<file path="src/design/mmd_consts.vh">
//------------------------------------------------------------------------------
//------------------------------------------------------------------------------
`ifndef MMD_CONSTS_VH
`define MMD_CONSTS_VH

// Address map, 18-bit physical byte addresses.
`define MMD_AW            18
`define MMD_ROM_LO        18'h00000
`define MMD_ROM_HI        18'h01fff
`define MMD_VEC_HI        18'h000bf
`define MMD_RAM_LO        18'h0fa00
`define MMD_RAM_HI        18'h0fdff
`define MMD_PTR_LO        18'h0fde0
`define MMD_RAMBIT_LO     18'h0fd00
`define MMD_SFR_LO        18'h0fe00
`define MMD_SFR_HI        18'h0ffff
`define MMD_SFRBIT_LO     18'h0ff00
`define MMD_SFRBIT_HI     18'h0ffdf
`define MMD_TOP           18'h3ffff
`define MMD_BANK_SPAN     18'h0001f
`define MMD_PAGE_ZERO     2'h0
`define MMD_SEG_ZERO      2'h0
`define MMD_VEC_MAX       6'h2f
`define MMD_SYNC_CNT      2'h2

// Bus type encodings.
`define MMD_BT_OFF        2'h0
`define MMD_BT_8BIT       2'h1

// APB register offsets.
`define MMD_OFF_CFG       12'h000
`define MMD_OFF_STAT      12'h004

// Configuration register fields.
`define MMD_CFG_ROM_ENABLE_FLAG     0
`define MMD_CFG_BT_LO     1
`define MMD_CFG_BT_HI     2
`define MMD_CFG_SEGOFF    3

// Error cause bit positions.
`define MMD_E_ALIGN       0
`define MMD_E_FETCH       1
`define MMD_E_BIT         2
`define MMD_E_ROMMODE     3
`define MMD_E_EXTOFF      4
`define MMD_E_VEC         5
`define MMD_EW            6

`endif

</file>
<file path="src/design/mmd_decoder.v">
// Decided for this implementation: the APB interface to the registers and the register offsets.
`timescale 1ns/10ps
`default_nettype none
`include "mmd_consts.vh"

module mmd_decoder (
   input  wire        pclk,            // System clock, 100 MHz.
   input  wire        presetn,         // Asynchronous reset, active low.
   input  wire        psel,            // APB select.
   input  wire        penable,         // APB access phase.
   input  wire        pwrite,          // APB direction, high for write.
   input  wire [11:0] paddr,           // APB byte address.
   input  wire [31:0] pwdata,          // APB write data.
   output reg  [31:0] prdata,          // APB read data.
   output wire        pready,          // APB ready, always high.
   output wire        pslverr,         // APB error for unmapped offsets.
   input  wire        bus_cfg_pin_hi,  // Bus configuration pin, high bit.
   input  wire        bus_cfg_pin_lo,  // Bus configuration pin, low bit.
   input  wire        acc_valid,       // Access request strobe.
   output wire        acc_ready,       // High once configuration is captured.
   input  wire [17:0] acc_addr,        // Access byte address.
   input  wire        acc_fetch,       // Instruction fetch.
   input  wire        acc_word,        // Word access, else byte.
   input  wire        acc_bit,         // Single-bit access.
   input  wire [3:0]  acc_bitnum,      // Bit number within the word.
   input  wire        acc_short,       // Short addressing mode.
   input  wire [1:0]  acc_page,        // Page designated by data_page_pointer.
   input  wire        acc_pec,         // Event transfer engine access.
   input  wire        vec_req,         // Vector branch request.
   input  wire [5:0]  vec_num,         // Vector number.
   input  wire [17:0] context_pointer, // Base of active register bank.
   output reg         res_valid,       // Result pulse.
   output reg  [17:0] res_addr,        // Physical byte address.
   output reg         sel_rom,         // Route to internal ROM.
   output reg         sel_ram,         // Route to internal RAM.
   output reg         sel_sfr,         // Route to special function regs.
   output reg         sel_ext,         // Start an external bus cycle.
   output reg         ext_bus16,       // External data path is 16 bits.
   output reg         be_lo,           // Even byte lane enabled.
   output reg         be_hi,           // Odd byte lane enabled.
   output reg  [2:0]  bit_pos,         // Bit position within the lane.
   output reg         in_vec_area,     // Address lies in vector table.
   output reg         in_ptr_area,     // Address lies in pointer area.
   output reg         acc_err,         // Access refused.
   output reg  [5:0]  err_cause        // Reason for refusal.
);

   //---------------------------------------------------------------------------
   // Declarations
   //---------------------------------------------------------------------------
   // One-hot codes, one bit per state.
   localparam [1:0] ST_WAIT = 2'b01;   // Configuration pins being sampled.
   localparam [1:0] ST_RUN  = 2'b10;   // Normal decoding.

   // Capture sequencing.
   reg  [1:0]  st_r;                   // One-hot state.
   reg  [1:0]  st_nxt;                 // Next state.
   reg  [1:0]  cnt_r;                  // Sampling delay counter.

   // Both pins share one synchroniser.
   reg  [1:0]  pin_s1_r;               // First synchroniser stage.
   reg  [1:0]  pin_s2_r;               // Second synchroniser stage.

   // Captured and software configuration.
   reg         rom_enable_flag;        // Internal ROM enable, read-only.
   reg         ext_off_at_reset_r;     // External disabled by the pins.
   reg  [1:0]  bus_type_field;         // Saved bus configuration.
   reg         segmentation_off_bit;   // Confine external to segment 0.

   // Snapshot of the last taken request.
   reg  [5:0]  last_cause_r;           // Sticky-free copy of last request's causes.
   reg  [3:0]  last_sel_r;             // Last decoded region, also for refusals.

   // APB decode terms.
   wire        apb_wr;                 // Write takes effect this edge.
   wire        hit_cfg;                // Configuration offset hit.
   wire        hit_stat;               // Status offset hit.

   // Decode results of this cycle.
   reg  [17:0] ea;                     // Effective address.
   reg  [17:0] bank_top;               // Last byte of register bank.
   reg         is_rom;                 // Decoded region flags.
   reg         is_ram;
   reg         is_sfr;
   reg         is_ext;
   reg         bit_ok;                 // Bit access allowed here.
   reg  [5:0]  cause;                  // Refusal causes.

   //---------------------------------------------------------------------------
   // Range helper, used by every region test.
   //---------------------------------------------------------------------------
   // Both bounds are inclusive.
   function in_rng;
      input [17:0] a;
      input [17:0] lo;
      input [17:0] hi;
      begin
         in_rng = (a >= lo) && (a <= hi);
      end
   endfunction

   //---------------------------------------------------------------------------
   // Configuration pin synchroniser
   //---------------------------------------------------------------------------
   // The pins come from outside, so they pass two flops before use.
   // Only the second stage is read by other logic.
   always @(posedge pclk or negedge presetn) begin
      if (!presetn) begin
         pin_s1_r <= 2'h0;
         pin_s2_r <= 2'h0;
      end else begin
         // The high pin lands in bit 1.
         pin_s1_r <= {bus_cfg_pin_hi, bus_cfg_pin_lo};
         pin_s2_r <= pin_s1_r;
      end
   end

   //---------------------------------------------------------------------------
   // Capture state machine
   //---------------------------------------------------------------------------
   // Waits for the synchroniser to fill before latching the pins once.
   // The count runs 0, 1, 2; the pins latch on the third edge.
   always @* begin
      case (st_r)
         // Leave once the synchroniser is full.
         ST_WAIT: begin
            st_nxt = (cnt_r == `MMD_SYNC_CNT) ? ST_RUN : ST_WAIT;
         end
         // Running lasts until the next reset.
         ST_RUN: begin
            st_nxt = ST_RUN;
         end
         // An illegal code restarts the capture.
         default: begin
            st_nxt = ST_WAIT;
         end
      endcase
   end

   // The counter only moves while waiting.
   always @(posedge pclk or negedge presetn) begin
      if (!presetn) begin
         st_r  <= ST_WAIT;
         cnt_r <= 2'h0;
      end else begin
         st_r <= st_nxt;
         if (st_r == ST_WAIT) begin
            cnt_r <= cnt_r + 2'h1;
         end
      end
   end

   // Requests are not taken until then.
   assign acc_ready = (st_r == ST_RUN);

   //---------------------------------------------------------------------------
   // System configuration register
   //---------------------------------------------------------------------------
   // A write lands as the access phase ends.
   assign apb_wr  = psel & penable & pwrite;
   assign hit_cfg = (paddr == `MMD_OFF_CFG);
   assign hit_stat = (paddr == `MMD_OFF_STAT);

   // The ROM enable bit has no write path at all, so software cannot change it.
   // Writes during the capture are dropped.
   // The bus type may be rewritten freely while unlocked.
   always @(posedge pclk or negedge presetn) begin
      if (!presetn) begin
         rom_enable_flag      <= 1'b0;
         ext_off_at_reset_r   <= 1'b1;
         bus_type_field       <= `MMD_BT_OFF;
         segmentation_off_bit <= 1'b0;
      end else if (st_r == ST_WAIT) begin
         // The pins are captured once.
         if (cnt_r == `MMD_SYNC_CNT) begin
            // Both pins low: ROM on, external off.
            rom_enable_flag    <= (pin_s2_r == 2'h0);
            ext_off_at_reset_r <= (pin_s2_r == 2'h0);
            bus_type_field     <= pin_s2_r;
         end
      end else if (apb_wr && hit_cfg) begin
         // Segmentation may change at any time.
         segmentation_off_bit <= pwdata[`MMD_CFG_SEGOFF];
         // Bus type stays locked when the pins enabled external memory.
         if (ext_off_at_reset_r) begin
            bus_type_field <= pwdata[`MMD_CFG_BT_HI:`MMD_CFG_BT_LO];
         end
      end
   end

   //---------------------------------------------------------------------------
   // APB read path
   //---------------------------------------------------------------------------
   // The slave never waits, so every access completes in its access phase.
   // Unmapped offsets error, read zero, drop writes.
   assign pready  = 1'b1;
   assign pslverr = psel & penable & ~(hit_cfg | hit_stat);

   always @* begin
      prdata = 32'h0;
      // Unused bits read as zero.
      if (hit_cfg) begin
         prdata[`MMD_CFG_ROM_ENABLE_FLAG]                 = rom_enable_flag;
         prdata[`MMD_CFG_BT_HI:`MMD_CFG_BT_LO] = bus_type_field;
         prdata[`MMD_CFG_SEGOFF]                = segmentation_off_bit;
      end else if (hit_stat) begin
         // Causes and region of the last taken request.
         prdata[5:0] = last_cause_r;
         prdata[11:8] = last_sel_r;
      end
   end

   //---------------------------------------------------------------------------
   // Address decode
   //---------------------------------------------------------------------------
   // One combinational decode serves both data accesses and vector branches.
   // Only physical addresses are seen here.
   always @* begin
      // Vector requests branch to a fixed low address, whatever the
      // code_segment_pointer holds.
      if (vec_req) begin
         ea = {10'h0, vec_num, 2'h0};
      end else if (segmentation_off_bit) begin
         ea = {`MMD_SEG_ZERO, acc_addr[15:0]};
      end else begin
         ea = acc_addr;
      end
      // The active bank spans 32 bytes.
      bank_top = context_pointer + `MMD_BANK_SPAN;
      // Low 8K goes to ROM or, with ROM disabled, outward.
      is_rom = rom_enable_flag && in_rng(ea, `MMD_ROM_LO, `MMD_ROM_HI);
      is_ram = in_rng(ea, `MMD_RAM_LO, `MMD_RAM_HI);
      is_sfr = in_rng(ea, `MMD_SFR_LO, `MMD_SFR_HI);
      // Whatever is not internal goes outward.
      is_ext = !is_rom && !is_ram && !is_sfr
               && in_rng(ea, `MMD_ROM_LO, `MMD_TOP);
      // Bits: upper registers, upper RAM, bank.
      bit_ok = in_rng(ea, `MMD_SFRBIT_LO, `MMD_SFRBIT_HI)
               || in_rng(ea, `MMD_RAMBIT_LO, `MMD_RAM_HI)
               || in_rng(ea, context_pointer, bank_top);
      // Any single cause refuses the access.
      cause = 6'h0;
      // Fetches and words must sit on even addresses.
      if ((vec_req || acc_fetch || acc_word) && ea[0]) begin
         cause[`MMD_E_ALIGN] = 1'b1;
      end
      // Registers hold no code.
      if (!vec_req && acc_fetch && is_sfr) begin
         cause[`MMD_E_FETCH] = 1'b1;
      end
      // ROM is never bit-addressable.
      if (!vec_req && acc_bit && (!bit_ok || is_rom)) begin
         cause[`MMD_E_BIT] = 1'b1;
      end
      // ROM data needs long or indirect mode with page 0; event transfers
      // carry their own pointers and skip both the mode and the page check.
      if (!vec_req && !acc_fetch && !acc_bit && is_rom && !acc_pec
          && (acc_short || acc_page != `MMD_PAGE_ZERO)) begin
         cause[`MMD_E_ROMMODE] = 1'b1;
      end
      // External off: no bus cycle may start.
      if (is_ext && bus_type_field == `MMD_BT_OFF) begin
         cause[`MMD_E_EXTOFF] = 1'b1;
      end
      // Numbers past the table are refused.
      if (vec_req && vec_num > `MMD_VEC_MAX) begin
         cause[`MMD_E_VEC] = 1'b1;
      end
   end

   //---------------------------------------------------------------------------
   // Result register
   //---------------------------------------------------------------------------
   // A result appears one cycle after the request; a refused access raises
   // no select, so nothing downstream starts a cycle for it.
   // Data outputs hold until the next request.
   always @(posedge pclk or negedge presetn) begin
      if (!presetn) begin
         res_valid    <= 1'b0;
         res_addr     <= 18'h0;
         sel_rom      <= 1'b0;
         sel_ram      <= 1'b0;
         sel_sfr      <= 1'b0;
         sel_ext      <= 1'b0;
         ext_bus16    <= 1'b0;
         be_lo        <= 1'b0;
         be_hi        <= 1'b0;
         bit_pos      <= 3'h0;
         in_vec_area  <= 1'b0;
         in_ptr_area  <= 1'b0;
         acc_err      <= 1'b0;
         err_cause    <= 6'h0;
         last_cause_r <= 6'h0;
         last_sel_r   <= 4'h0;
      end else begin
         // Pulses clear unless a request is taken.
         res_valid <= acc_ready && (acc_valid || vec_req);
         sel_rom   <= 1'b0;
         sel_ram   <= 1'b0;
         sel_sfr   <= 1'b0;
         sel_ext   <= 1'b0;
         be_lo     <= 1'b0;
         be_hi     <= 1'b0;
         acc_err   <= 1'b0;
         if (acc_ready && (acc_valid || vec_req)) begin
            res_addr    <= ea;
            err_cause   <= cause;
            acc_err     <= (cause != 6'h0);
            // Status keeps a copy for software.
            last_cause_r <= cause;
            last_sel_r  <= {is_ext, is_sfr, is_ram, is_rom};
            // Area flags are kept for refusals too.
            in_vec_area <= in_rng(ea, `MMD_ROM_LO, `MMD_VEC_HI);
            in_ptr_area <= in_rng(ea, `MMD_PTR_LO, `MMD_RAM_HI);
            // Only bus type 01 is narrow.
            ext_bus16   <= (bus_type_field != `MMD_BT_8BIT);
            // The lane picks the byte, these the bit.
            bit_pos     <= acc_bitnum[2:0];
            // Only an accepted access is routed.
            if (cause == 6'h0) begin
               // Route to the one decoded target.
               sel_rom <= is_rom;
               sel_ram <= is_ram;
               sel_sfr <= is_sfr;
               sel_ext <= is_ext;
               // Words use both lanes; bytes and bits pick one.
               if (acc_word || acc_fetch || vec_req) begin
                  be_lo <= 1'b1;
                  be_hi <= 1'b1;
               end else if (acc_bit) begin
                  be_lo <= ~acc_bitnum[3];
                  be_hi <= acc_bitnum[3];
               end else begin
                  be_lo <= ~ea[0];
                  be_hi <= ea[0];
               end
            end
         end
      end
   end

endmodule

`default_nettype wire

</file>
<file path="config.mk">
export PLATFORM = sky130hd
export DESIGN_NAME = mmd_decoder
export DESIGN_NICKNAME = d
export VERILOG_FILES = /design/src/design/mmd_decoder.v
export VERILOG_INCLUDE_DIRS = /design/src /design/src/design
export SDC_FILE = /design/constraint.sdc
export NUM_CORES = 1
export LEC_CHECK = 0
export BUFFER_PORTS_ARGS = -buffer_cell sky130_fd_sc_hd__buf_4
export CELL_PAD_IN_SITES_DETAIL_PLACEMENT = 1
export CELL_PAD_IN_SITES_GLOBAL_PLACEMENT = 2
export CORE_MARGIN = 2
export CORE_UTILIZATION = 29
export DETAILED_ROUTE_END_ITERATION = 8
export GPL_TIMING_DRIVEN = 1
export PLACE_DENSITY = 0.91
export SLEW_MARGIN = 20
export SYNTH_ARGS = -nofsm -noshare
export SYNTH_HDL_FRONTEND = slang
export SYNTH_SLANG_ARGS = --single-unit
</file>
<file path="constraint.sdc">
create_clock -name pclk -period 6.3 [get_ports pclk]
set_clock_uncertainty 0.05 [all_clocks]
set_input_delay 0.315 -clock pclk [delete_from_list [all_inputs] [get_ports pclk]]
set_output_delay 0.315 -clock pclk [all_outputs]
set_load 0.1 [all_outputs]
</file>
Word level (Yosys, flattened, before mapping)
Index checks and enable logic that the tools add are counted.
W data, S select, Z words.
Word-level totals
  RAM bits: 0
  register bits after elaboration: 55
  ROM bits: 0
  bits in latches: 0
  memories kept: 0
Cells by class
  shift-type cells: 0
  magnitude comparators: 15
  $mul: 0
  muxes and demuxes: 36
  bitwise gates (word level): 8
  $add $sub $neg: 2
  equality and inequality tests: 6
  div/mod/pow operators: 0
  reductions and logical operators: 55
Operators with widths (number)
  $ge A18 B16 Y1 const B: 5
  $le A18 B16 Y1 const B: 3
  $mux W18: 2
  $logic_and A1 B1 Y1: 27
  $mux W1: 23
  $add A18 B5 Y18 const B: 1
  $ge A18 B1 Y1 const B: 1
  $ge A18 B18 Y1: 1
  $le A18 B13 Y1 const B: 1
  $le A18 B18 Y1: 1
  $le A18 B18 Y1 const B: 1
  $le A18 B8 Y1 const B: 1
  $eq A12 B3 Y1 const B: 1
  $logic_not A12 Y1: 1
  $mux W2: 6
  $mux W4: 3
  $logic_or A1 B1 Y1: 9
  $logic_not A1 Y1: 8
  $gt A6 B6 Y1 const B: 1
  $logic_not A6 Y1: 1
  $mux W6: 1
  $reduce_bool A2 Y1: 3
  $reduce_bool A6 Y1: 1
  $eq A2 B2 Y1 const B: 2
  other kinds (10): 18

Longest topological paths before layout
  depth after elaboration: 14
  gate-level depth with buffers: 14

Worst setup path after synthesis
OpenSTA, ideal clock, no wires.
  kind: input-to-reg
  start: in vec_req
  end: reg sel_ext
  path slack: 3.296 ns
  required time: 6.155 ns
  cell stages on the path: 11
  path buffers: 3
  arrival: 2.859 ns
  path through: buf_2 -> buf_6 -> clkbuf_1 -> mux2_2 -> ha_1 -> a21oi_1 -> o21ai_1 -> a2111oi_2 -> a2bb2oi_2 -> o211ai_4 -> nor4b_2
Between the ends
  word-level cells in the longest chain between the ends: 13
  elaborated cells between the ends (all ways): 57
  classes of those cells: order compare (12); mux (9); reduce/logical (36)
Ends and longest elaborated chain
  start, declared: RTL line mmd_decoder.v:29  | input wire vec_req,
  $mux W18 *: RTL line mmd_decoder.v:221  | if (vec_req) begin
  named net ea[3]: RTL line mmd_decoder.v:80  | reg [17:0] ea;
  $ge A18 B1 Y1 / $le A18 B13 Y1 (equally long branches): RTL line mmd_decoder.v:98  | in_rng = (a >= lo) && (a <= hi);
  $logic_and A1 B1 Y1: RTL line mmd_decoder.v:98
  $logic_and A1 B1 Y1: RTL line mmd_decoder.v:231  | is_rom = rom_enable_flag && in_rng(ea, `MMD_ROM_LO, `MMD_ROM_HI);
  $logic_not A1 Y1: RTL line mmd_decoder.v:235  | is_ext = !is_rom && !is_ram && !is_sfr
  $logic_and A1 B1 Y1 (3 in series): RTL line mmd_decoder.v:235
  $logic_and A1 B1 Y1 (no line)
  $mux W1: RTL line mmd_decoder.v:262  | if (is_ext && bus_type_field == `MMD_BT_OFF) begin
  $logic_not A6 Y1: RTL line mmd_decoder.v:320  | if (cause == 6'h0) begin
  $mux W1 *: RTL line mmd_decoder.v:320
  $mux W1 *: RTL line mmd_decoder.v:305  | if (acc_ready && (acc_valid || vec_req)) begin
  end signal, assigned: RTL line mmd_decoder.v:325  | sel_ext <= is_ext;
  end, declared: RTL line mmd_decoder.v:37  | output reg sel_ext,
The timed path passes the listed nets; every way through them passes the cells marked *.
A chain may end at the register's enable or synchronous reset.

Worst setup path in the final report
  start: in context_pointer[2]
  end: reg be_lo
Between the ends
  word-level cells in the longest chain between the ends: 11
  elaborated cells between the ends (all ways): 12
  classes of those cells: add/sub (1); order compare (2); mux (3); reduce/logical (6)
Ends and longest elaborated chain
  start, declared: RTL line mmd_decoder.v:31  | input wire [17:0] context_pointer,
  $add A18 B5 Y18 (no line)
  $le A18 B18 Y1: RTL line mmd_decoder.v:98
  $logic_and A1 B1 Y1 *: RTL line mmd_decoder.v:98
  $logic_or A1 B1 Y1 *: RTL line mmd_decoder.v:238  | bit_ok = in_rng(ea, `MMD_SFRBIT_LO, `MMD_SFRBIT_HI)
  $logic_not A1 Y1 *: RTL line mmd_decoder.v:252  | if (!vec_req && acc_bit && (!bit_ok || is_rom)) begin
  $logic_or A1 B1 Y1 *: RTL line mmd_decoder.v:252
  $logic_and A1 B1 Y1 *: RTL line mmd_decoder.v:252
  $mux W1 *: RTL line mmd_decoder.v:252
  $logic_not A6 Y1 *: RTL line mmd_decoder.v:320
  $mux W1 *: RTL line mmd_decoder.v:320
  $mux W1 *: RTL line mmd_decoder.v:305
  end signal, assigned: RTL line mmd_decoder.v:331  | be_lo <= ~acc_bitnum[3];
  end signal, assigned: RTL line mmd_decoder.v:334  | be_lo <= ~ea[0];
  end, declared: RTL line mmd_decoder.v:39  | output reg be_lo,
Every way passes the cells marked *; elsewhere a longest branch is shown, timed or not.

==> reports/metrics.sh <==
ANTENNA_VIOLATIONS_BEFORE_REPAIR=0
YOSYS.CELL_COUNT.TOP_TYPE='sky130_fd_sc_hd__nand2_1'
RSZ_0062_RAISED_AFTER_GLOBAL_ROUTING='false'
YOSYS.CELL_TYPES.COUNT=58
H_TREE_DEPTH=2
TOTAL_LEAKAGE_POWER_nW=2.63
FINAL_LAYOUT_SIZE_SUFFIX_GT1_SHARE_PCT=30.3
CTS.ROOT.BUFFER_CELL='sky130_fd_sc_hd__clkbuf_16'
FINAL_SETUP_FAILS=0
DETAILEDROUTE.FIRSTPASSITERATIONCOUNT=4
OVERALL_VIA_COUNT_FROM_DETAIL_ROUTE=3570
CHIPHEIGHT_UM=122
CTS_SINKS=55
POSTCTSSETUPREPAIRBUFS=0
CP-START-KIND='input pin'
SYNTHTOPCELLSBYAREA='sky130_fd_sc_hd__dfrtp_1 (33%), sky130_fd_sc_hd__ha_1 (12%), sky130_fd_sc_hd__nand2_1 (6.1%), sky130_fd_sc_hd__buf_4 (4.3%), sky130_fd_sc_hd__mux2_2 (3.9%)'
INSERTION_DELAY_NS=0.29
DESIGN.CORE.AREA_UM2=13700
FINALSETUPTNS_NS=0
WORST_R2R_STARTPOINT='segmentation_off_bit'
EDFF_COUNT_SYNTH=0
TIMING.REG2REG.SETUP_SLACK_NS=3.73
YOSYS.AREA.TOP_TYPE='sky130_fd_sc_hd__dfrtp_1'
END_KIND='register'
DP_HPWL_MM=10.2
WORST_EP_REQUIRED_TIME_NS=6.43
WORST-R2R-CELL-COUNT=9
MAX_FREQ_MHz=331
FINALCRITICALPERIOD_NS=3.02
FLOORPLAN.INITIALDENSITY_PCT=29.3
GRT_PASS1_VIAS=3849
FINALWEIGHTEDCONGESTION=0.801
GRT-OVFL-TOTAL=0
POST_SYNTHESIS_INSTANCE_TOTAL=438
RESULT_OF_THE_RUN='finished clean'
WORSTPATHMAXFANOUT=4
MAPPEDNETLISTAREA_UM2=4020
FLOORPLAN.ROWS=43
DIE_AREA_UM2=14800
TIMING.FINAL.CRIT_SHARE_PCT=47.9
DRV.MAX_CAP_VIOLATION_COUNT=0
SYNTH_SEQ_CELLS=55
CP_DATA_ARRIVAL_TIME_NS=3.15
GRT_FIRST_PASS_WIRELENGTH_MM=19.2
TIGHTESTPINTRANSITION_NS=0.791
WORST_R2R_ENDPOINT='be_lo'
SYN-MEAN-INSTANCE-AREA_UM2=9.18
GLOBALROUTETOTALUTIL_PCT=16.4
BOUNDARYPINS=179
MAX-SLEW-MARGIN-REL_PCT=45.9
INITIAL_DRT_MARKERS=132
HOLD_WS_NS=0.0276
SYNTHARSTFLOPSHARE_PCT=100
NUMBER_OF_BUFFERS_ADDED_ON_PORTS=126
POWER.IR.VDD_WORST_mV=0.0950
DIE_X_UM=122
CRITPATHKIND='input pin to register'
TIMING_MAX_TRANSITION_VIOLATIONS_FINAL=0
DETAIL_ROUTE.WL_PER_CELL_UM=16.8
DRT-VIAS-PER-INSTANCE=4.84
FILL_CELLS=1595
SYNTH_TOP_AREA_SHARE_PCT=33.0
DIODES=0
POST-ROUTE-DRC-COUNT=0
YS_TOP_CELLS_BY_COUNT='sky130_fd_sc_hd__nand2_1 (65), sky130_fd_sc_hd__dfrtp_1 (53), sky130_fd_sc_hd__ha_1 (40)'
MAX-CLOCK-PATH-BUFFERS=2
YOSYSSEQAREASHARE_PCT=34.3
POWER-PER-CELL-AREA_nW_PER_UM2=212
TOTAL_COUNT_OF_HOLD_CHECK_FAILURES_IN_THE_FINAL_REPORT=0
YOSYSWARNINGCOUNT=0
GRT_MAX_DEGREE=56
TRITONCTS='done'
FINAL_ANTENNA_NET_COUNT=0
CLASSIFICATION_OF_THE_WORST_SLACK_HOLD_PATH='input pin to async pin'
AREA.GROWTH.SYNTH_TO_FINAL_PCT=29.9
WORST_SETUP_HOLD_PATH_CLK_SLEW_NS=0.07
POST_CTS.RESIZED_INSTANCES=0
DRT-TOTAL-WL_MM=12.4
YOSYS_MOST_USED_DFF='sky130_fd_sc_hd__dfrtp_1'
CTS_HOLD_REPAIR.BUFFERS=0
TOTAL_NUMBER_OF_NETS_IN_THE_FINAL_DESIGN=703
CTS-BUFFERS-INSERTED=5
## cells in the final DEF, fill, tap and decap left out, types with 15 or more instances in the layout
| master | synthesis | routed |
|---|---|---|
| sky130_fd_sc_hd__conb_1 | 2 | 23 |
| sky130_fd_sc_hd__dfrtp_1 | 53 | 53 |
| sky130_fd_sc_hd__ha_1 | 40 | 40 |
| sky130_fd_sc_hd__a21oi_1 | 15 | 15 |
| sky130_fd_sc_hd__xnor2_1 | 16 | 16 |
| sky130_fd_sc_hd__buf_4 | 23 | 127 |
| sky130_fd_sc_hd__nor2_1 | 21 | 21 |
| sky130_fd_sc_hd__nand2_1 | 65 | 65 |
| sky130_fd_sc_hd__inv_1 | 31 | 31 |
| sky130_fd_sc_hd__o21ai_0 | 21 | 21 |
## cell families (layout without fill, tap and decap cells)
| kind of cell | Yosys count | after routing | share of synthesized area [%] |
|---|---|---|---|
| fa+ha+maj | 40 | 40 | 12.4 |
| buf+inv | 68 | 167 | 8.77 |
| flops | 55 | 55 | 34.3 |
| simple gates | 161 | 161 | 20.5 |
| mux | 21 | 21 | 5.66 |
| compound gates | 73 | 73 | 14.2 |
| other cells | 2 | 23 | 0.187 |
| xor+xnor | 18 | 18 | 3.92 |
## how the worst max path moves through the flow
stage	from	endpoint	slack (ns)
after global routing	context_pointer[2]	be_lo	3.05
final	context_pointer[2]	be_lo	3.28
after CTS	vec_req	be_hi	3.25
after global placement	vec_req	be_hi	3.02
after detailed placement	context_pointer[2]	be_lo	2.98
after floorplan	vec_req	sel_ext	3.30
## per-layer routing
layer  up-vias  GRT usage, %  routed length (µm)
li1       1717             -                   -
met1      1733          18.5                5090
met2       103          31.4                6430
met3        17          2.62                 656
met4         0          4.74                 221
met5         -             0                   0
## registers in the layout (all words and copies together), names as in the netlist, 2 cells and up
signal and flops:
bit_pos 3, bus_type_field 2, cnt_r 2, last_cause_r 6, last_sel_r 4, pin_s1_r 2, pin_s2_r 2, res_addr 18
st_r 2
## where the power goes
group	total, mW	leakage, nW	internal, mW	switching (mW)
clock network	0.318	0.0838	0.188	0.131
registers	0.386	0.674	0.374	0.0126
logic	0.405	1.87	0.106	0.299
total	1.11	2.63	0.668	0.442
## per-stage QoR
| step | utilization, % | setup WS [ns] | power, mW | area [µm²] | instances |
|---|---|---|---|---|---|
| detailed placement | 36.8 | 2.98 | 0.801 | 5050 | 730 |
| global route | 38.1 | 3.05 | 1.15 | 5220 | 738 |
| finish | 38.1 | 3.28 | 1.11 | 5220 | 738 |
| floorplan | - | 3.30 | 0.692 | 4100 | 459 |
| CTS | 38.1 | 3.25 | 1.12 | 5220 | 738 |
| global placement | 36.8 | 3.02 | 0.789 | 5050 | 730 |
## final cells by class
class                      count  area (µm²)  area share, %
tap                          180         225           4.31
timing repair buffer         127         953           18.3
inverter                      32         120           2.30
clock buffer                   5         125           2.40
sequential                    55        1380           26.4
clock inverter                 3        43.8          0.839
multi-input combinational    336        2380           45.5
## worst max-delay path, cell delays in order
cell	delay [ns]
sky130_fd_sc_hd__buf_4	0.13
sky130_fd_sc_hd__nor3_1	0.33
sky130_fd_sc_hd__and3_1	0.30
sky130_fd_sc_hd__nor2_1	0.11
sky130_fd_sc_hd__nand2b_1	0.14
sky130_fd_sc_hd__xnor2_1	0.13
sky130_fd_sc_hd__ha_1	0.28
sky130_fd_sc_hd__a211o_1	0.31
sky130_fd_sc_hd__a31oi_1	0.17
sky130_fd_sc_hd__o21ai_0	0.18
sky130_fd_sc_hd__a2bb2oi_2	0.27
sky130_fd_sc_hd__o211ai_4	0.15
sky130_fd_sc_hd__nor4b_2	0.34
No activity file was read; power rests on OpenSTA's default activity.
